## src/adcss_cfg.svh

```systemverilog
// Address map, field positions, reset values and timing figures of the sequencer
`ifndef ADCSS_CFG_SVH
`define ADCSS_CFG_SVH
`define ADCSS_OFS_ACTIVE   12'h000
`define ADCSS_OFS_RAW_IRQ  12'h004
`define ADCSS_OFS_IRQ_MASK 12'h008
`define ADCSS_OFS_IRQ_CLR  12'h00c
`define ADCSS_OFS_OVF      12'h010
`define ADCSS_OFS_UNF      12'h018
`define ADCSS_OFS_EVENT    12'h014
`define ADCSS_OFS_PRIO     12'h020
`define ADCSS_OFS_INITIATE 12'h028
`define ADCSS_OFS_AVG      12'h030
`define ADCSS_SEQ_BASE     12'h040
`define ADCSS_SEQ_SPAN     12'hfc0
`define ADCSS_SEQ_MUX      4'h0
`define ADCSS_SEQ_CTL      4'h4
`define ADCSS_SEQ_FIFO     4'h8
`define ADCSS_SEQ_FSTAT    4'hc
`define ADCSS_PRIO_RST     16'h3210
`define ADCSS_EV_PROC      4'h0
`define ADCSS_EV_PIN       4'h4
`define ADCSS_EV_ALWAYS    4'hf
`define ADCSS_STEPS0       4'h8
`define ADCSS_STEPS1       4'h4
`define ADCSS_STEPS2       4'h4
`define ADCSS_STEPS3       4'h1
`define ADCSS_MAX_DEPTH    8
`define ADCSS_CTL_DIFF     0
`define ADCSS_CTL_END      1
`define ADCSS_CTL_IE       2
`define ADCSS_CTL_TEMP     3
`define ADCSS_AVG_MAX      3'h6
`define ADCSS_FST_HEAD     4
`define ADCSS_FST_EMPTY    8
`define ADCSS_FST_FULL     12
`define ADCSS_CLK_KHZ      40000
`define ADCSS_RATE_KSPS    250
`endif

```

## src/adcss_pkg.sv

```systemverilog
// Types shared by the sequencer and its result queues
`default_nettype none
package adcss_pkg;
  typedef enum logic [1:0] {
    ADCSS_IDLE  = 2'h0,
    ADCSS_ISSUE = 2'h1,
    ADCSS_WAIT  = 2'h3,
    ADCSS_STORE = 2'h2
  } adcss_state_t;
  typedef logic [9:0] adcss_sample_t;
endpackage
`default_nettype wire

```

## src/adcss_queue_if.sv

```systemverilog
// Push, pop and status bundle between the sequencer and one result queue
`timescale 1ns/1ps
`default_nettype none
interface adcss_queue_if;
  logic                  push;
  adcss_pkg::adcss_sample_t din;
  logic                  pop;
  adcss_pkg::adcss_sample_t dout;
  logic                  full;
  logic                  empty;
  logic [2:0]            head;
  logic [2:0]            tail;
  modport queue (input push, input din, input pop,
                 output dout, output full, output empty, output head, output tail);
  modport ctrl  (output push, output din, output pop,
                 input dout, input full, input empty, input head, input tail);
endinterface
`default_nettype wire

```

## src/adcss_result_queue.sv

```systemverilog
// Circular result queue of flip-flops, one per sequencer
`timescale 1ns/1ps
`default_nettype none
`include "adcss_cfg.svh"
module adcss_result_queue #(
  parameter int unsigned DEPTH = 8
) (
  input wire logic      clock,
  input wire logic      srst,
  adcss_queue_if.queue  q
);
  adcss_pkg::adcss_sample_t mem_r [`ADCSS_MAX_DEPTH];
  logic [2:0]               head_r;
  logic [2:0]               tail_r;
  logic [3:0]               count_r;
  logic                     do_push;
  logic                     do_pop;

  function automatic logic [2:0] wrap_inc(input logic [2:0] p);
    wrap_inc = (p == 3'(DEPTH - 1)) ? 3'h0 : p + 3'h1;
  endfunction

  // Refused operations leave the queue untouched; the caller flags them
  assign do_push = q.push && !q.full;
  assign do_pop  = q.pop && !q.empty;
  assign q.full  = (count_r == 4'(DEPTH));
  assign q.empty = (count_r == 4'h0);
  assign q.head  = head_r;
  assign q.tail  = tail_r;
  assign q.dout  = mem_r[head_r];

  always_ff @(posedge clock) begin
    if (do_push) begin
      mem_r[tail_r] <= q.din;
    end
  end

  always_ff @(posedge clock) begin
    if (srst) begin
      head_r  <= 3'h0;
      tail_r  <= 3'h0;
      count_r <= 4'h0;
    end else begin
      if (do_push) begin
        tail_r <= wrap_inc(tail_r);
      end
      if (do_pop) begin
        head_r <= wrap_inc(head_r);
      end
      count_r <= count_r + {3'h0, do_push} - {3'h0, do_pop};
    end
  end
endmodule
`default_nettype wire

```

## src/adcss_top.sv

```systemverilog
// Four-sequencer conversion controller with result queues and register port
// Functional notes
// - Each conversion result is a 10-bit unsigned value.
// - Steps may select any of 16 inputs or the internal temperature sensor.
// - Back-to-back requests keep the converter at 250 thousand samples per second.
// - Sequencers hold 8, 4, 4 and 1 steps with equally deep queues.
// - A queue entry reads as 32 bits with the result in bits 9:0.
// - Each step has an input nibble and a control nibble.
// - Control nibble flags: temperature, step interrupt, last step, differential.
// - A sequencer starts only while its active bit is set; configure first.
// - The same input may be chosen by several steps of one sequence.
// - Every step with its interrupt flag raises the sequencer's raw interrupt.
// - The last-step flag ends the sequence; later slots are ignored.
// - Triggered steps run back to back with no software help.
// - Queues are circular; reading the result address pops the oldest entry.
// - Queue status shows head, tail, full and empty per sequencer.
// - Overflow and underflow are recorded per sequencer in two registers.
// - Inputs, trigger, interrupts and priority are set per sequencer.
// - Hardware averaging folds up to 64 conversions into one result.
// - Priorities 0 to 3, 0 highest; concurrent triggers served by priority.
// - Writing one to a clear bit removes that sequencer's pending interrupt.
// - Raw status always visible; masked status forms the interrupt outputs.
`timescale 1ns/1ps
`default_nettype none
`include "adcss_cfg.svh"
module adcss_top (
  input  wire logic        clock,
  input  wire logic        srst,
  input  wire logic [11:0] reg_addr,
  input  wire logic [31:0] reg_wdata,
  input  wire logic        reg_wr,
  input  wire logic        reg_rd,
  output logic      [31:0] reg_rdata,
  input  wire logic [3:0]  trig_pin,
  output logic             conv_start,
  output logic      [3:0]  conv_input,
  output logic             conv_diff,
  output logic             conv_temp,
  input  wire logic        conv_done,
  input  wire logic [9:0]  conv_result,
  output logic      [3:0]  irq_seq
);
  localparam int SAMPLE_CYC = `ADCSS_CLK_KHZ / `ADCSS_RATE_KSPS;

  adcss_pkg::adcss_state_t state_r;
  logic [3:0]  active_r;
  logic [3:0]  raw_r;
  logic [3:0]  mask_r;
  logic [3:0]  ovf_r;
  logic [3:0]  unf_r;
  logic [15:0] event_r;
  logic [15:0] prio_r;
  logic [2:0]  avg_r;
  logic [31:0] mux_r [4];
  logic [31:0] ctl_r [4];
  logic [3:0]  pend_r;
  logic [1:0]  cur_r;
  logic [2:0]  step_r;
  logic [6:0]  avg_cnt_r;
  logic [15:0] acc_r;
  logic [7:0]  gap_r;
  logic [3:0]  trig_s1_r;
  logic [3:0]  trig_s2_r;
  logic [3:0]  trig_s3_r;
  logic [31:0] rd_val;
  logic [3:0]  q_full;
  logic [3:0]  q_empty;
  logic [2:0]  q_head [4];
  logic [2:0]  q_tail [4];
  logic [9:0]  q_dout [4];
  logic [3:0]  q_pop;
  logic [3:0]  trig_now;
  logic [3:0]  ready;
  logic [3:0]  step_ctl;
  logic [3:0]  step_sel;
  logic        last_step;
  logic        store;
  logic        start_seq;
  logic        in_seq;
  logic [1:0]  sn;

  adcss_queue_if q_if [4] ();

  function automatic logic [3:0] seq_steps(input logic [1:0] n);
    case (n)
      2'h0:    seq_steps = `ADCSS_STEPS0;
      2'h1:    seq_steps = `ADCSS_STEPS1;
      2'h2:    seq_steps = `ADCSS_STEPS2;
      default: seq_steps = `ADCSS_STEPS3;
    endcase
  endfunction

  function automatic logic [31:0] step_mask(input logic [1:0] n);
    step_mask = ~(32'hffffffff << {seq_steps(n), 2'h0});
  endfunction

  function automatic logic reg_hit(input logic [11:0] a, input logic [11:0] ofs);
    reg_hit = (a == ofs);
  endfunction

  // Lowest priority value wins; equal values fall back to lower index
  function automatic logic [1:0] best_seq(input logic [3:0] rq, input logic [15:0] pr);
    logic [2:0] bp;
    bp = 3'h4;
    best_seq = 2'h0;
    for (int i = 3; i >= 0; i--) begin
      if (rq[i] && {1'b0, pr[4*i +: 2]} <= bp) begin
        bp = {1'b0, pr[4*i +: 2]};
        best_seq = 2'(i);
      end
    end
  endfunction

  for (genvar g = 0; g < 4; g++) begin : g_q
    adcss_result_queue #(.DEPTH(int'(seq_steps(2'(g))))) u_q (
      .clock (clock),
      .srst  (srst),
      .q     (q_if[g])
    );
    assign q_if[g].push = store && (cur_r == 2'(g));
    assign q_if[g].din  = 10'(acc_r >> avg_r);
    assign q_if[g].pop  = q_pop[g];
    assign q_full[g]    = q_if[g].full;
    assign q_empty[g]   = q_if[g].empty;
    assign q_head[g]    = q_if[g].head;
    assign q_tail[g]    = q_if[g].tail;
    assign q_dout[g]    = q_if[g].dout;
    assign q_pop[g]     = reg_rd && in_seq && sn == 2'(g)
                          && reg_addr[3:0] == `ADCSS_SEQ_FIFO;
  end

  assign in_seq = (reg_addr & `ADCSS_SEQ_SPAN) == `ADCSS_SEQ_BASE;
  assign sn     = reg_addr[5:4];

  // any nibble value is legal on any step
  assign step_sel  = mux_r[cur_r][{step_r, 2'h0} +: 4];
  assign step_ctl  = ctl_r[cur_r][{step_r, 2'h0} +: 4];
  assign last_step = step_ctl[`ADCSS_CTL_END]
                     || ({1'b0, step_r} == seq_steps(cur_r) - 4'h1);
  assign store     = state_r == adcss_pkg::ADCSS_STORE;
  assign ready     = pend_r & active_r;
  assign start_seq = state_r == adcss_pkg::ADCSS_IDLE && ready != 4'h0;

  // Pin triggers cross in through two flip-flops before edge detection
  always_ff @(posedge clock) begin
    if (srst) begin
      trig_s1_r <= 4'h0;
      trig_s2_r <= 4'h0;
      trig_s3_r <= 4'h0;
    end else begin
      trig_s1_r <= trig_pin;
      trig_s2_r <= trig_s1_r;
      trig_s3_r <= trig_s2_r;
    end
  end

  always_comb begin
    for (int i = 0; i < 4; i++) begin
      case (event_r[4*i +: 4])
        `ADCSS_EV_PROC:   trig_now[i] = reg_wr && reg_hit(reg_addr, `ADCSS_OFS_INITIATE)
                                        && reg_wdata[i];
        `ADCSS_EV_PIN:    trig_now[i] = trig_s2_r[i] && !trig_s3_r[i];
        `ADCSS_EV_ALWAYS: trig_now[i] = 1'b1;
        default:          trig_now[i] = 1'b0;
      endcase
    end
  end

  // New trigger beats the clear when the sequence is taken
  always_ff @(posedge clock) begin
    if (srst) begin
      pend_r <= 4'h0;
    end else begin
      pend_r <= (pend_r & ~(start_seq ? 4'(1 << best_seq(ready, prio_r)) : 4'h0))
                | (trig_now & active_r);
    end
  end

  // Software configuration registers
  always_ff @(posedge clock) begin
    if (srst) begin
      active_r <= 4'h0;
      mask_r   <= 4'h0;
      event_r  <= 16'h0000;
      prio_r   <= `ADCSS_PRIO_RST;
      avg_r    <= 3'h0;
      for (int i = 0; i < 4; i++) begin
        mux_r[i] <= 32'h00000000;
        ctl_r[i] <= 32'h00000000;
      end
    end else if (reg_wr) begin
      if (reg_hit(reg_addr, `ADCSS_OFS_ACTIVE)) begin
        active_r <= reg_wdata[3:0];
      end else if (reg_hit(reg_addr, `ADCSS_OFS_IRQ_MASK)) begin
        mask_r <= reg_wdata[3:0];
      end else if (reg_hit(reg_addr, `ADCSS_OFS_EVENT)) begin
        event_r <= reg_wdata[15:0];
      end else if (reg_hit(reg_addr, `ADCSS_OFS_PRIO)) begin
        prio_r <= reg_wdata[15:0] & 16'h3333;
      end else if (reg_hit(reg_addr, `ADCSS_OFS_AVG)) begin
        // 2^n samples, n clamped at 6 (64)
        avg_r <= (reg_wdata[2:0] > `ADCSS_AVG_MAX) ? `ADCSS_AVG_MAX : reg_wdata[2:0];
      end else if (in_seq && reg_addr[3:0] == `ADCSS_SEQ_MUX) begin
        // input nibbles, slots beyond the depth stay zero
        mux_r[sn] <= reg_wdata & step_mask(sn);
      end else if (in_seq && reg_addr[3:0] == `ADCSS_SEQ_CTL) begin
        ctl_r[sn] <= reg_wdata & step_mask(sn);
      end
    end
  end

  // Hardware sets win over software clears in the same cycle
  always_ff @(posedge clock) begin
    if (srst) begin
      raw_r <= 4'h0;
      ovf_r <= 4'h0;
      unf_r <= 4'h0;
    end else begin
      raw_r <= (raw_r & ~(reg_wr && reg_hit(reg_addr, `ADCSS_OFS_IRQ_CLR)
                          ? reg_wdata[3:0] : 4'h0))
               | (store && step_ctl[`ADCSS_CTL_IE] ? 4'(1 << cur_r) : 4'h0);
      // push into full queue flags overflow
      ovf_r <= (ovf_r & ~(reg_wr && reg_hit(reg_addr, `ADCSS_OFS_OVF)
                          ? reg_wdata[3:0] : 4'h0))
               | (store ? 4'(1 << cur_r) & q_full : 4'h0);
      unf_r <= (unf_r & ~(reg_wr && reg_hit(reg_addr, `ADCSS_OFS_UNF)
                          ? reg_wdata[3:0] : 4'h0))
               | (q_pop & q_empty);
    end
  end

  always_ff @(posedge clock) begin
    if (srst) begin
      irq_seq <= 4'h0;
    end else begin
      irq_seq <= raw_r & mask_r;
    end
  end

  // request spacing never below one sample period
  always_ff @(posedge clock) begin
    if (srst) begin
      gap_r <= 8'h00;
    end else if (state_r == adcss_pkg::ADCSS_ISSUE && gap_r == 8'h00) begin
      gap_r <= 8'(SAMPLE_CYC - 1);
    end else if (gap_r != 8'h00) begin
      gap_r <= gap_r - 8'h01;
    end
  end

  always_ff @(posedge clock) begin
    if (srst) begin
      state_r    <= adcss_pkg::ADCSS_IDLE;
      cur_r      <= 2'h0;
      step_r     <= 3'h0;
      avg_cnt_r  <= 7'h00;
      acc_r      <= 16'h0000;
      conv_start <= 1'b0;
      conv_input <= 4'h0;
      conv_diff  <= 1'b0;
      conv_temp  <= 1'b0;
    end else begin
      conv_start <= 1'b0;
      case (state_r)
        adcss_pkg::ADCSS_IDLE: begin
          if (start_seq) begin
            cur_r     <= best_seq(ready, prio_r);
            step_r    <= 3'h0;
            avg_cnt_r <= 7'h00;
            acc_r     <= 16'h0000;
            state_r   <= adcss_pkg::ADCSS_ISSUE;
          end
        end
        adcss_pkg::ADCSS_ISSUE: begin
          if (gap_r == 8'h00) begin
            conv_start <= 1'b1;
            conv_input <= step_sel;
            conv_diff  <= step_ctl[`ADCSS_CTL_DIFF];
            conv_temp  <= step_ctl[`ADCSS_CTL_TEMP];
            state_r    <= adcss_pkg::ADCSS_WAIT;
          end
        end
        adcss_pkg::ADCSS_WAIT: begin
          if (conv_done) begin
            acc_r <= acc_r + {6'h00, conv_result};
            if (avg_cnt_r == 7'((1 << avg_r) - 1)) begin
              state_r <= adcss_pkg::ADCSS_STORE;
            end else begin
              avg_cnt_r <= avg_cnt_r + 7'h01;
              state_r   <= adcss_pkg::ADCSS_ISSUE;
            end
          end
        end
        default: begin
          avg_cnt_r <= 7'h00;
          acc_r     <= 16'h0000;
          if (last_step) begin
            state_r <= adcss_pkg::ADCSS_IDLE;
          end else begin
            step_r  <= step_r + 3'h1;
            state_r <= adcss_pkg::ADCSS_ISSUE;
          end
        end
      endcase
    end
  end

  always_comb begin
    rd_val = 32'h00000000;
    if (reg_hit(reg_addr, `ADCSS_OFS_ACTIVE)) begin
      rd_val[3:0] = active_r;
    end else if (reg_hit(reg_addr, `ADCSS_OFS_RAW_IRQ)) begin
      rd_val[3:0] = raw_r;
    end else if (reg_hit(reg_addr, `ADCSS_OFS_IRQ_MASK)) begin
      rd_val[3:0] = mask_r;
    end else if (reg_hit(reg_addr, `ADCSS_OFS_IRQ_CLR)) begin
      rd_val[3:0] = raw_r & mask_r;
    end else if (reg_hit(reg_addr, `ADCSS_OFS_OVF)) begin
      rd_val[3:0] = ovf_r;
    end else if (reg_hit(reg_addr, `ADCSS_OFS_UNF)) begin
      rd_val[3:0] = unf_r;
    end else if (reg_hit(reg_addr, `ADCSS_OFS_EVENT)) begin
      rd_val[15:0] = event_r;
    end else if (reg_hit(reg_addr, `ADCSS_OFS_PRIO)) begin
      rd_val[15:0] = prio_r;
    end else if (reg_hit(reg_addr, `ADCSS_OFS_AVG)) begin
      rd_val[2:0] = avg_r;
    end else if (in_seq && reg_addr[3:0] == `ADCSS_SEQ_MUX) begin
      rd_val = mux_r[sn];
    end else if (in_seq && reg_addr[3:0] == `ADCSS_SEQ_CTL) begin
      rd_val = ctl_r[sn];
    end else if (in_seq && reg_addr[3:0] == `ADCSS_SEQ_FIFO) begin
      // result in low ten bits; empty read gives zero
      rd_val[9:0] = q_empty[sn] ? 10'h000 : q_dout[sn];
    end else if (in_seq && reg_addr[3:0] == `ADCSS_SEQ_FSTAT) begin
      rd_val[2:0] = q_tail[sn];
      rd_val[`ADCSS_FST_HEAD +: 3] = q_head[sn];
      rd_val[`ADCSS_FST_EMPTY]     = q_empty[sn];
      rd_val[`ADCSS_FST_FULL]      = q_full[sn];
    end
  end

  // Read data stands only in the cycle after the strobe
  always_ff @(posedge clock) begin
    if (srst) begin
      reg_rdata <= 32'h00000000;
    end else begin
      reg_rdata <= reg_rd ? rd_val : 32'h00000000;
    end
  end
endmodule
`default_nettype wire

```

## config.mk

```make
export PLATFORM = sky130hd
export DESIGN_NAME = adcss_top
export DESIGN_NICKNAME = d
export VERILOG_FILES = /design/src/adcss_pkg.sv /design/src/adcss_queue_if.sv /design/src/adcss_result_queue.sv /design/src/adcss_top.sv
export VERILOG_INCLUDE_DIRS = /design/src
export SDC_FILE = /design/constraint.sdc
export NUM_CORES = 1
export LEC_CHECK = 0
export BUFFER_PORTS_ARGS = -buffer_cell sky130_fd_sc_hd__buf_4
export CAP_MARGIN = 5
export CORE_ASPECT_RATIO = 1.1
export CORE_MARGIN = 5
export CORE_UTILIZATION = 35
export DETAILED_ROUTE_END_ITERATION = 6
export PLACE_DENSITY_LB_ADDON = 0.25
export SYNTH_ARGS = -nofsm -noshare
export SYNTH_HDL_FRONTEND = slang
export SYNTH_SLANG_ARGS = --single-unit
```

## constraint.sdc

```tcl
create_clock -name clock -period 6.5 [get_ports clock]
set_input_delay 1.95 -clock clock [delete_from_list [all_inputs] [get_ports clock]]
set_output_delay 1.95 -clock clock [all_outputs]
set_load 0.02 [all_outputs]
```

==> results of run 1 <==
## power by group through the flow
| stage | clock network [mW] | logic, mW | registers, mW |
|---|---|---|---|
| 2_1_floorplan | 0 | 0.316 | 5.53 |
| 3_3_place_gp | 0 | 0.488 | 5.54 |
| 3_5_place_dp | 0 | 0.498 | 5.55 |
| 4_1_cts | 5.28 | 0.500 | 5.45 |
| 5_1_grt | 5.49 | 0.535 | 5.46 |
| 6_report | 5.18 | 0.500 | 5.45 |
## synthesized netlist by cell type (5+ instances only)
master	instances	share of area, %
nor2_1	182	1.9
xor2_1	15	0.37
a21oi_1	103	1.5
buf_1	12	0.13
mux4_2	237	15
a32o_1	5	0.14
ha_1	60	2.1
fa_1	5	0.28
a31oi_1	6	0.11
o21ai_0	45	0.64
nor3b_1	10	0.21
a22o_1	6	0.15
nor2b_1	30	0.53
buf_2	32	0.46
a211oi_1	10	0.21
mux2i_1	69	2.0
xnor2_1	16	0.40
or3_1	13	0.23
nand3_1	38	0.54
nand4_1	9	0.16
a22oi_1	37	0.79
dfxtp_1	198	11
inv_1	69	0.74
and2_1	119	2.1
nand2b_1	27	0.48
mux2_2	11	0.35
and3_1	60	1.1
o2bb2ai_1	8	0.20
or2_2	5	0.089
a21o_1	10	0.21
buf_6	5	0.16
nor3_1	46	0.65
edfxtp_1	576	49
o211ai_1	10	0.21
o22ai_1	12	0.21
clkbuf_1	97	1.0
nor4_1	6	0.11
a2111oi_0	9	0.22
nand2_1	173	1.8
## per-stage QoR
stage,cell area (um2),hold slack [ns],std cells
final,41000,0.441,4016
after global routing,41000,0.456,4014
after CTS,41000,0.446,4013
after detailed placement,38000,0.426,3850
after global placement,38000,0.439,3850
after floorplan,35400,0.414,2516
## cell families after synthesis
group           synth area share [%]
flops                           60.5
xor+xnor                       0.772
fa+ha+maj                       2.42
other cells                   0.0107
mux                             17.5
simple gates                    10.6
compound gates                  5.68
buf+inv                         2.55
## final timing paths
kind / startpoint / endpoint / slack (ns) / cells past startpoint
worst max-delay path: reg_addr[2] / g_q[1].u_q.count_r[2] / 1.33 / 11
worst min-delay path: trig_s1_r[3] / trig_s2_r[3] / 0.44 / 1
worst max register to register: active_r[3] / pend_r[3] / 1.59 / 18
worst min register to register: trig_s1_r[3] / trig_s2_r[3] / 0.44 / 1
## layer usage
layer  GRT usage [%]  wire length (um)  vias up  part of all wire [%]
li1                -                 -     9739                     -
met1            24.3             41600    11300                    42
met2            31.4             49800      724                    50
met3            3.31              5960      175                   6.0
met4            5.19              2720        4                   2.7
met5           0.455                87        -                 0.087
## critical path: stages
cell and delay (ns):
buf_4 0.19, nor4b_1 1.17, nand3_1 0.50, nor3_1 0.64
ha_1 0.35, inv_1 0.06, ha_1 0.16, inv_1 0.06
fa_1 0.40, xor2_1 0.14, nor2_1 0.05
## flip-flops by register name, indices dropped and copies added, names as in the netlist, 7 cells and up, named ones only
signal	count
g_q.u_q.count_r	16
g_q.u_q.q.tail	12
prio_r	8
gap_r	8
g_q.u_q.mem_r	320
event_r	16
g_q.u_q.q.head	12
avg_cnt_r	7
mux_r	128
acc_r	16
ctl_r	128
reg_rdata	32
## layout make-up
type,count,area [um2]
Antenna cell,3,7.51
Tap cell,1302,1630
Clock inverter,45,553
Timing Repair Buffer,178,1380
Multi-Input combinational cell,1524,13400
Fill cell,9152,59100
Sequential cell,774,21300
Inverter,72,270
Clock buffer,118,2500
==> metrics, run 1 <==
status=finished clean; Worst setup SP type=primary input; synth unique cells=79; crit path DAT=5.67 ns; TritonCTS clock tree=done; clk slew on worst S/H paths=0.06 ns; PwrDens=271 nW/um2; Synth async-reset ratio=0%; number of global-route vias before repair=22.3k; Clock Path Buffers=3; Synth Area per Inst=14.3 um2; switch share=21.8%; critical path class=in -> reg; Sw Pwr=2.42 mW; number of flops mapped to enable cells by yosys=576; GRT Util Overall=18.4%; area growth from synthesis to layout=16.7%; grt ovf=0; most frequent cells in the layout=edfxtp_1 (576), mux4_2 (237), dfxtp_1 (196); # port buffers=105; LEAKAGE=13.7 nW; CTS buffer count=87; actual slew at the worst max-slew pin=1.44 ns; Rel. slew slack=2.73%; sequential share of power=49.0%; setup TNS=0 ns; combinational share of power=4.5%; period utilization=79.6%; pre-CTS WS=0.887 ns; crit path capture type=flop; GPL Wtd Cong=0.914; clock power share=46.5%; Post-Synthesis Cells=2453; DRC=0; Starting Density=35.1%; post-route ant nets=0; FP Rows=122; CTS Root Cell=clkbuf_16; post_cts resized=0; crit path max fanout=13; hold crit path type=reg -> reg; IO Pins=106; Die X=312 um; fmax=193 MHz; total internal power=8.70 mW; Die Height=342 um; VDD IR max=183 uV; Placeable Area=100000 um2; flops & latches, synth=774; final wirelength=100 mm; Seq/Total Area, Yosys=60.5%; H-tree depth=3; commonest non-fill, non-tap cell in the layout=edfxtp_1; post-CTS setup buffers=0; Final Hold Vio Count=0; layout cell share with drive strength beyond 1=22.6%; hold buffer count at cts=0; Final setup viols=0; first-pass GRT wire length=148 mm; mapped cell area=35200 um2; total number of vias=21.9k; min setup slack post-route=1.33 ns; Critical Path RT=7.00 ns; first drt pass iteration count=7; Final Skew=0.0354 ns; nets=2765; RSZ-0062 raised after global routing=false; Max Cap Viol=0; largest net degree at the start of global routing=72; wire length per cell=24.9 um; initial antenna violation count=3; hpwl dp=67.6 mm; Final Power=11.1 mW; Finished Core Util=41.0%; Skew-Pair Late Insertion Delay=0.66 ns; die area=107000 um2; Vias/cell=5.45; clock sinks=774; YS warnings=0; Starting DRT DRC Count=2182; Final Slew Violations=0; min Tclk post-route=5.17 ns; Most used DFF post-synth=edfxtp_1
Note: power is estimated with default switching activity, not from simulation.
==> run 2, diff against run 1 <==
clock period = 4.8 ns   (was 6.5 ns; I/O delays follow)
==> run 2 against run 1 <==
Effect of this change: worst setup slack worse by 0.86 ns; first-iteration DRC count up 2.3%; global-route usage up 0.092 points; highest routed layer unchanged; flip-flop and latch count unchanged; final area up 0.31%; register-to-register slack worse by 1.1 ns; critical path depth up 8; utilization up 0.13 points.
==> metrics, run 2 (synthesized netlist as in run 1, its figures left out) <==
Die X=312 um; hold buffer count at cts=0; post-route ant nets=0; Final Hold Vio Count=0; clock sinks=774; status=finished clean; critical path class=reg -> reg; max reg flops=320; PwrDens=363 nW/um2; Worst setup SP type=flop; ANT cells=0; min Tclk post-route=4.33 ns; Skew-Pair Late Insertion Delay=0.65 ns; largest stage delay on the critical path=0.40 ns; sequential share of power=49.4%; Clock Path Buffers=3; Multi-input gate area=13400 um2; Rel. slew slack=20.6%; H-tree depth=3; Max Cap Viol=0; # port buffers=105; first drt pass iteration count=5; total number of vias=22.0k; Final Skew=0.0316 ns; DRC=0; register area=21300 um2; grt ovf=0; crit path max fanout=6; Critical Path RT=5.28 ns; post-CTS setup buffers=0; Sw Pwr=3.25 mW; layout cell share with drive strength beyond 1=23.2%; number of global-route vias before repair=22.6k; Final Slew Violations=0; FP Rows=122; TritonCTS clock tree=done; Final setup viols=0; Hold Slack=0.440 ns; combinational share of power=4.7%; pre-CTS WS=0.388 ns; CTS Root Cell=clkbuf_16; largest net degree at the start of global routing=84; commonest non-fill, non-tap cell in the layout=edfxtp_1; wire length per cell=24.9 um; switch share=21.8%; VDD IR max=316 uV; fmax=231 MHz; CTS buffer count=87; Vias/cell=5.44; nets=2793; GPL Wtd Cong=0.905; actual slew at the worst max-slew pin=1.19 ns; placed cells=3878; LEAKAGE=13.8 nW; Starting Density=35.1%; Largest regs=g_q.u_q.mem_r (320), ctl_r (128), mux_r (128); first-pass GRT wire length=149 mm; clk slew on worst S/H paths=0.05 ns; GRT Util Overall=18.5%; Largest Register=g_q.u_q.mem_r; IO Pins=106; die area=107000 um2; clock power share=45.9%; Die Height=342 um; Crit-path slowest cell=dfxtp_1; area growth from synthesis to layout=17.0%; initial antenna violation count=3; Placeable Area=100000 um2; hpwl dp=68.4 mm; Finished Core Util=41.1%; cells along the critical path=nand3_1, ha_1, nand2b_1, a221oi_1, or2_2, mux2_2, ha_1, and2_1, o311ai_1, buf_4, o21ai_0, ha_1, nor2b_1, a2bb2oi_1, a21oi_1, a21oi_1, nand4b_1, a21oi_1, nor2_1; setup TNS=0 ns; period utilization=90.2%; RSZ-0062 raised after global routing=false; Filler Cell Count=9185; most frequent cells in the layout=edfxtp_1 (576), mux4_2 (237), buf_4 (196); min setup slack post-route=0.470 ns; Starting DRT DRC Count=2232; Non-Filler Instances=4038; crit path capture type=flop; crit path DAT=4.81 ns; hold crit path type=reg -> reg; final wirelength=101 mm; total internal power=11.7 mW
[run 2: cell types whose count changed in the layout (fill, tap and decap cells not counted), sizes merged]
cell	previous run	this run
clkbuf	118	106
buf	178	206
diode	3	0
clkinv	27	35
clkinvlp	4	5
inv	76	75
bufinv	10	11
[run 2: routing by layer]
| metal | vias to the layer above | share of wire [%] | global-route usage (%) |
|---|---|---|---|
| li1 | 9788 | - | - |
| met1 | 11300 | 41 | 24.0 |
| met2 | 728 | 50 | 32.0 |
| met3 | 158 | 6.2 | 3.13 |
| met4 | 2 | 3.0 | 5.65 |
| met5 | - | 0.019 | 0 |
[run 2: layout make-up]
class,instances,share of cell area (%)
clock buffers,106,5.75
inverters,72,0.657
clock inverters,54,1.40
well taps,1302,3.96
multi-input cells,1524,32.6
flip-flops and latches,774,51.7
repair buffers,206,4.00
[run 2: worst paths after layout]
path	endpoint	start	slack, ns	cells after the start
max	pend_r[3]	pend_r[3]	0.47	19
min	trig_s2_r[3]	trig_s1_r[3]	0.44	1
max reg2reg	pend_r[3]	pend_r[3]	0.47	19
min reg2reg	trig_s2_r[3]	trig_s1_r[3]	0.44	1
[run 2: what timing repair did]
item                                    CTS  global route
gates resized for setup                   0             1
endpoints found under the setup margin    0             1
endpoints found under the hold margin     0             0
[run 2: power by group through the flow]
stage / clock, mW / combinational, mW / sequential, mW
3_5_place_dp: 0 / 0.708 / 7.51
4_1_cts: 6.99 / 0.710 / 7.37
2_1_floorplan: 0 / 0.429 / 7.49
6_report: 6.86 / 0.705 / 7.37
5_1_grt: 7.28 / 0.753 / 7.39
3_3_place_gp: 0 / 0.696 / 7.49
[run 2: critical path, delay by kind of cell, from the launching register on]
kind / cells / cell delay (ns)
adders and majority gates: 3 / 0.91
AOI/OAI and AO/OA: 7 / 1.47
DFF: 1 / 0.40
buffers and inverters: 1 / 0.21
muxes: 1 / 0.35
and+or+nand+nor: 7 / 0.85
[run 2: through the flow]
stage                     area (um2)  power (mW)
after floorplan                35400        7.92
after global placement         38200        8.19
after detailed placement       38200        8.22
after CTS                      41200        15.1
after global routing           41200        15.4
final                          41200        14.9
==> run 3, diff against run 2 <==
ABC_CLOCK_PERIOD_IN_PS = 4770   (was not set)
CAP_MARGIN = 10   (was 5)
clock period = 4.77 ns   (was 4.8 ns; I/O delays follow)
==> run 3 against run 2 <==
Effect of this change: final area down 0.16%; first-iteration DRC count decreased by 14%; clock-buffer cell count rose by 2; highest routed layer unchanged.
==> metrics, run 3 (synthesized netlist as in run 1, its figures left out) <==
PwrDens=362 nW/um2; Clock Path Buffers=3; GPL Wtd Cong=0.924; max reg flops=320; Worst setup SP type=flop; LEAKAGE=13.8 nW; nets=2788; wire length per cell=24.9 um; final wirelength=101 mm; Final Hold Vio Count=0; post-route ant nets=0; Die Height=342 um; Finished Core Util=41.0%; total number of vias=22.1k; Sw Pwr=3.32 mW; first drt pass iteration count=7; period utilization=95.1%; DRC=0; actual slew at the worst max-slew pin=1.06 ns; crit path DAT=5.07 ns; layout cell share with drive strength beyond 1=23.2%; Final Skew=0.0425 ns; Multi-input gate area=13400 um2; min setup slack post-route=0.236 ns; hpwl dp=69.0 mm; Largest Register=g_q.u_q.mem_r; switch share=22.3%; Starting DRT DRC Count=1930; VDD IR max=278 uV; area growth from synthesis to layout=16.9%; crit path max fanout=7; commonest non-fill, non-tap cell in the layout=edfxtp_1; clock sinks=774; RSZ-0062 raised after global routing=false; GRT Util Overall=18.6%; # port buffers=105; Max Cap Viol=0; register area=21300 um2; initial antenna violation count=4; crit path capture type=flop; Starting Density=35.1%; combinational share of power=4.7%; clk slew on worst S/H paths=0.06 ns; TritonCTS clock tree=done; FP Rows=122; H-tree depth=3; sequential share of power=49.8%; status=finished clean; number of global-route vias before repair=22.5k; Final setup viols=0; CTS buffer count=85; Filler Cell Count=9200; critical path class=reg -> reg; Critical Path RT=5.31 ns; die area=107000 um2; IO Pins=106; first-pass GRT wire length=149 mm; CTS Root Cell=clkbuf_16; Largest regs=g_q.u_q.mem_r (320), ctl_r (128), mux_r (128); grt ovf=0; Placeable Area=100000 um2; post_cts resized=0; Vias/cell=5.48; fmax=221 MHz; Skew-Pair Late Insertion Delay=0.68 ns; post-CTS setup buffers=0; min Tclk post-route=4.53 ns; Rel. slew slack=29.2%; hold buffer count at cts=0; pre-CTS WS=0.321 ns; Die X=312 um; largest net degree at the start of global routing=74; most frequent cells in the layout=edfxtp_1 (576), mux4_2 (237), dfxtp_1 (196); total internal power=11.6 mW; hold crit path type=reg -> reg; clock power share=45.4%; Final Slew Violations=0
[run 3: critical path, stage by stage, from the launching register on]
cell,delay (ns)
dfxtp_1,0.51
nand3_1,0.15
ha_1,0.33
nand2b_1,0.06
a221oi_1,0.30
or2_2,0.19
mux2_2,0.36
ha_1,0.29
and2_1,0.14
o311ai_1,0.36
buf_4,0.22
o21ai_0,0.09
ha_1,0.30
nor2b_1,0.13
a2bb2oi_1,0.24
a21oi_1,0.16
a21oi_1,0.24
nand4b_1,0.12
a21oi_1,0.17
nor2_1,0.05
[run 3: layout make-up]
cell class / instances / share of cell area [%]
clock buffer: 108 / 5.77
clock inverter: 48 / 1.28
tap: 1302 / 3.96
multi-input combinational: 1524 / 32.6
inverter: 72 / 0.658
sequential: 774 / 51.8
antenna: 1 / 0.00609
timing repair buffer: 203 / 3.93
[run 3: final timing paths]
| check | start | endpoint | slack, ns | cells after the start |
|---|---|---|---|---|
| hold reg to reg | trig_s2_r[0] | trig_s3_r[0] | 0.44 | 1 |
| hold / removal | trig_s2_r[0] | trig_s3_r[0] | 0.44 | 1 |
| setup reg to reg | active_r[3] | pend_r[3] | 0.24 | 19 |
| setup / recovery | active_r[3] | pend_r[3] | 0.24 | 19 |
[run 3: routing by layer]
metal	up-vias	share of wire [%]	wire (um)	track usage [%]
met5	-	0.030	30	0
met4	4	3.1	3100	5.82
met3	157	6.2	6240	3.51
met2	714	50	50400	32.1
met1	11400	41	40800	23.8
li1	9788	-	-	-
[run 3: metrics by stage]
stage               instances  setup TNS (ns)  cell area (um2)  hold WS (ns)  total power, mW
floorplan                2516         -105.19            35400         0.414             7.97
detailed placement       3875               0            38200         0.437             8.27
finish                   4032               0            41100         0.439             14.9
global route             4031               0            41100         0.466             15.4
global placement         3875               0            38200         0.427             8.24
CTS                      4031               0            41100         0.444             15.0
[run 3: power by group through the flow]
stage	Combinational (mW)	Clock, mW	Sequential (mW)
3_3_place_gp	0.695	0	7.55
4_1_cts	0.709	6.91	7.42
2_1_floorplan	0.431	0	7.53
5_1_grt	0.751	7.21	7.43
3_5_place_dp	0.705	0	7.56
6_report	0.705	6.76	7.42
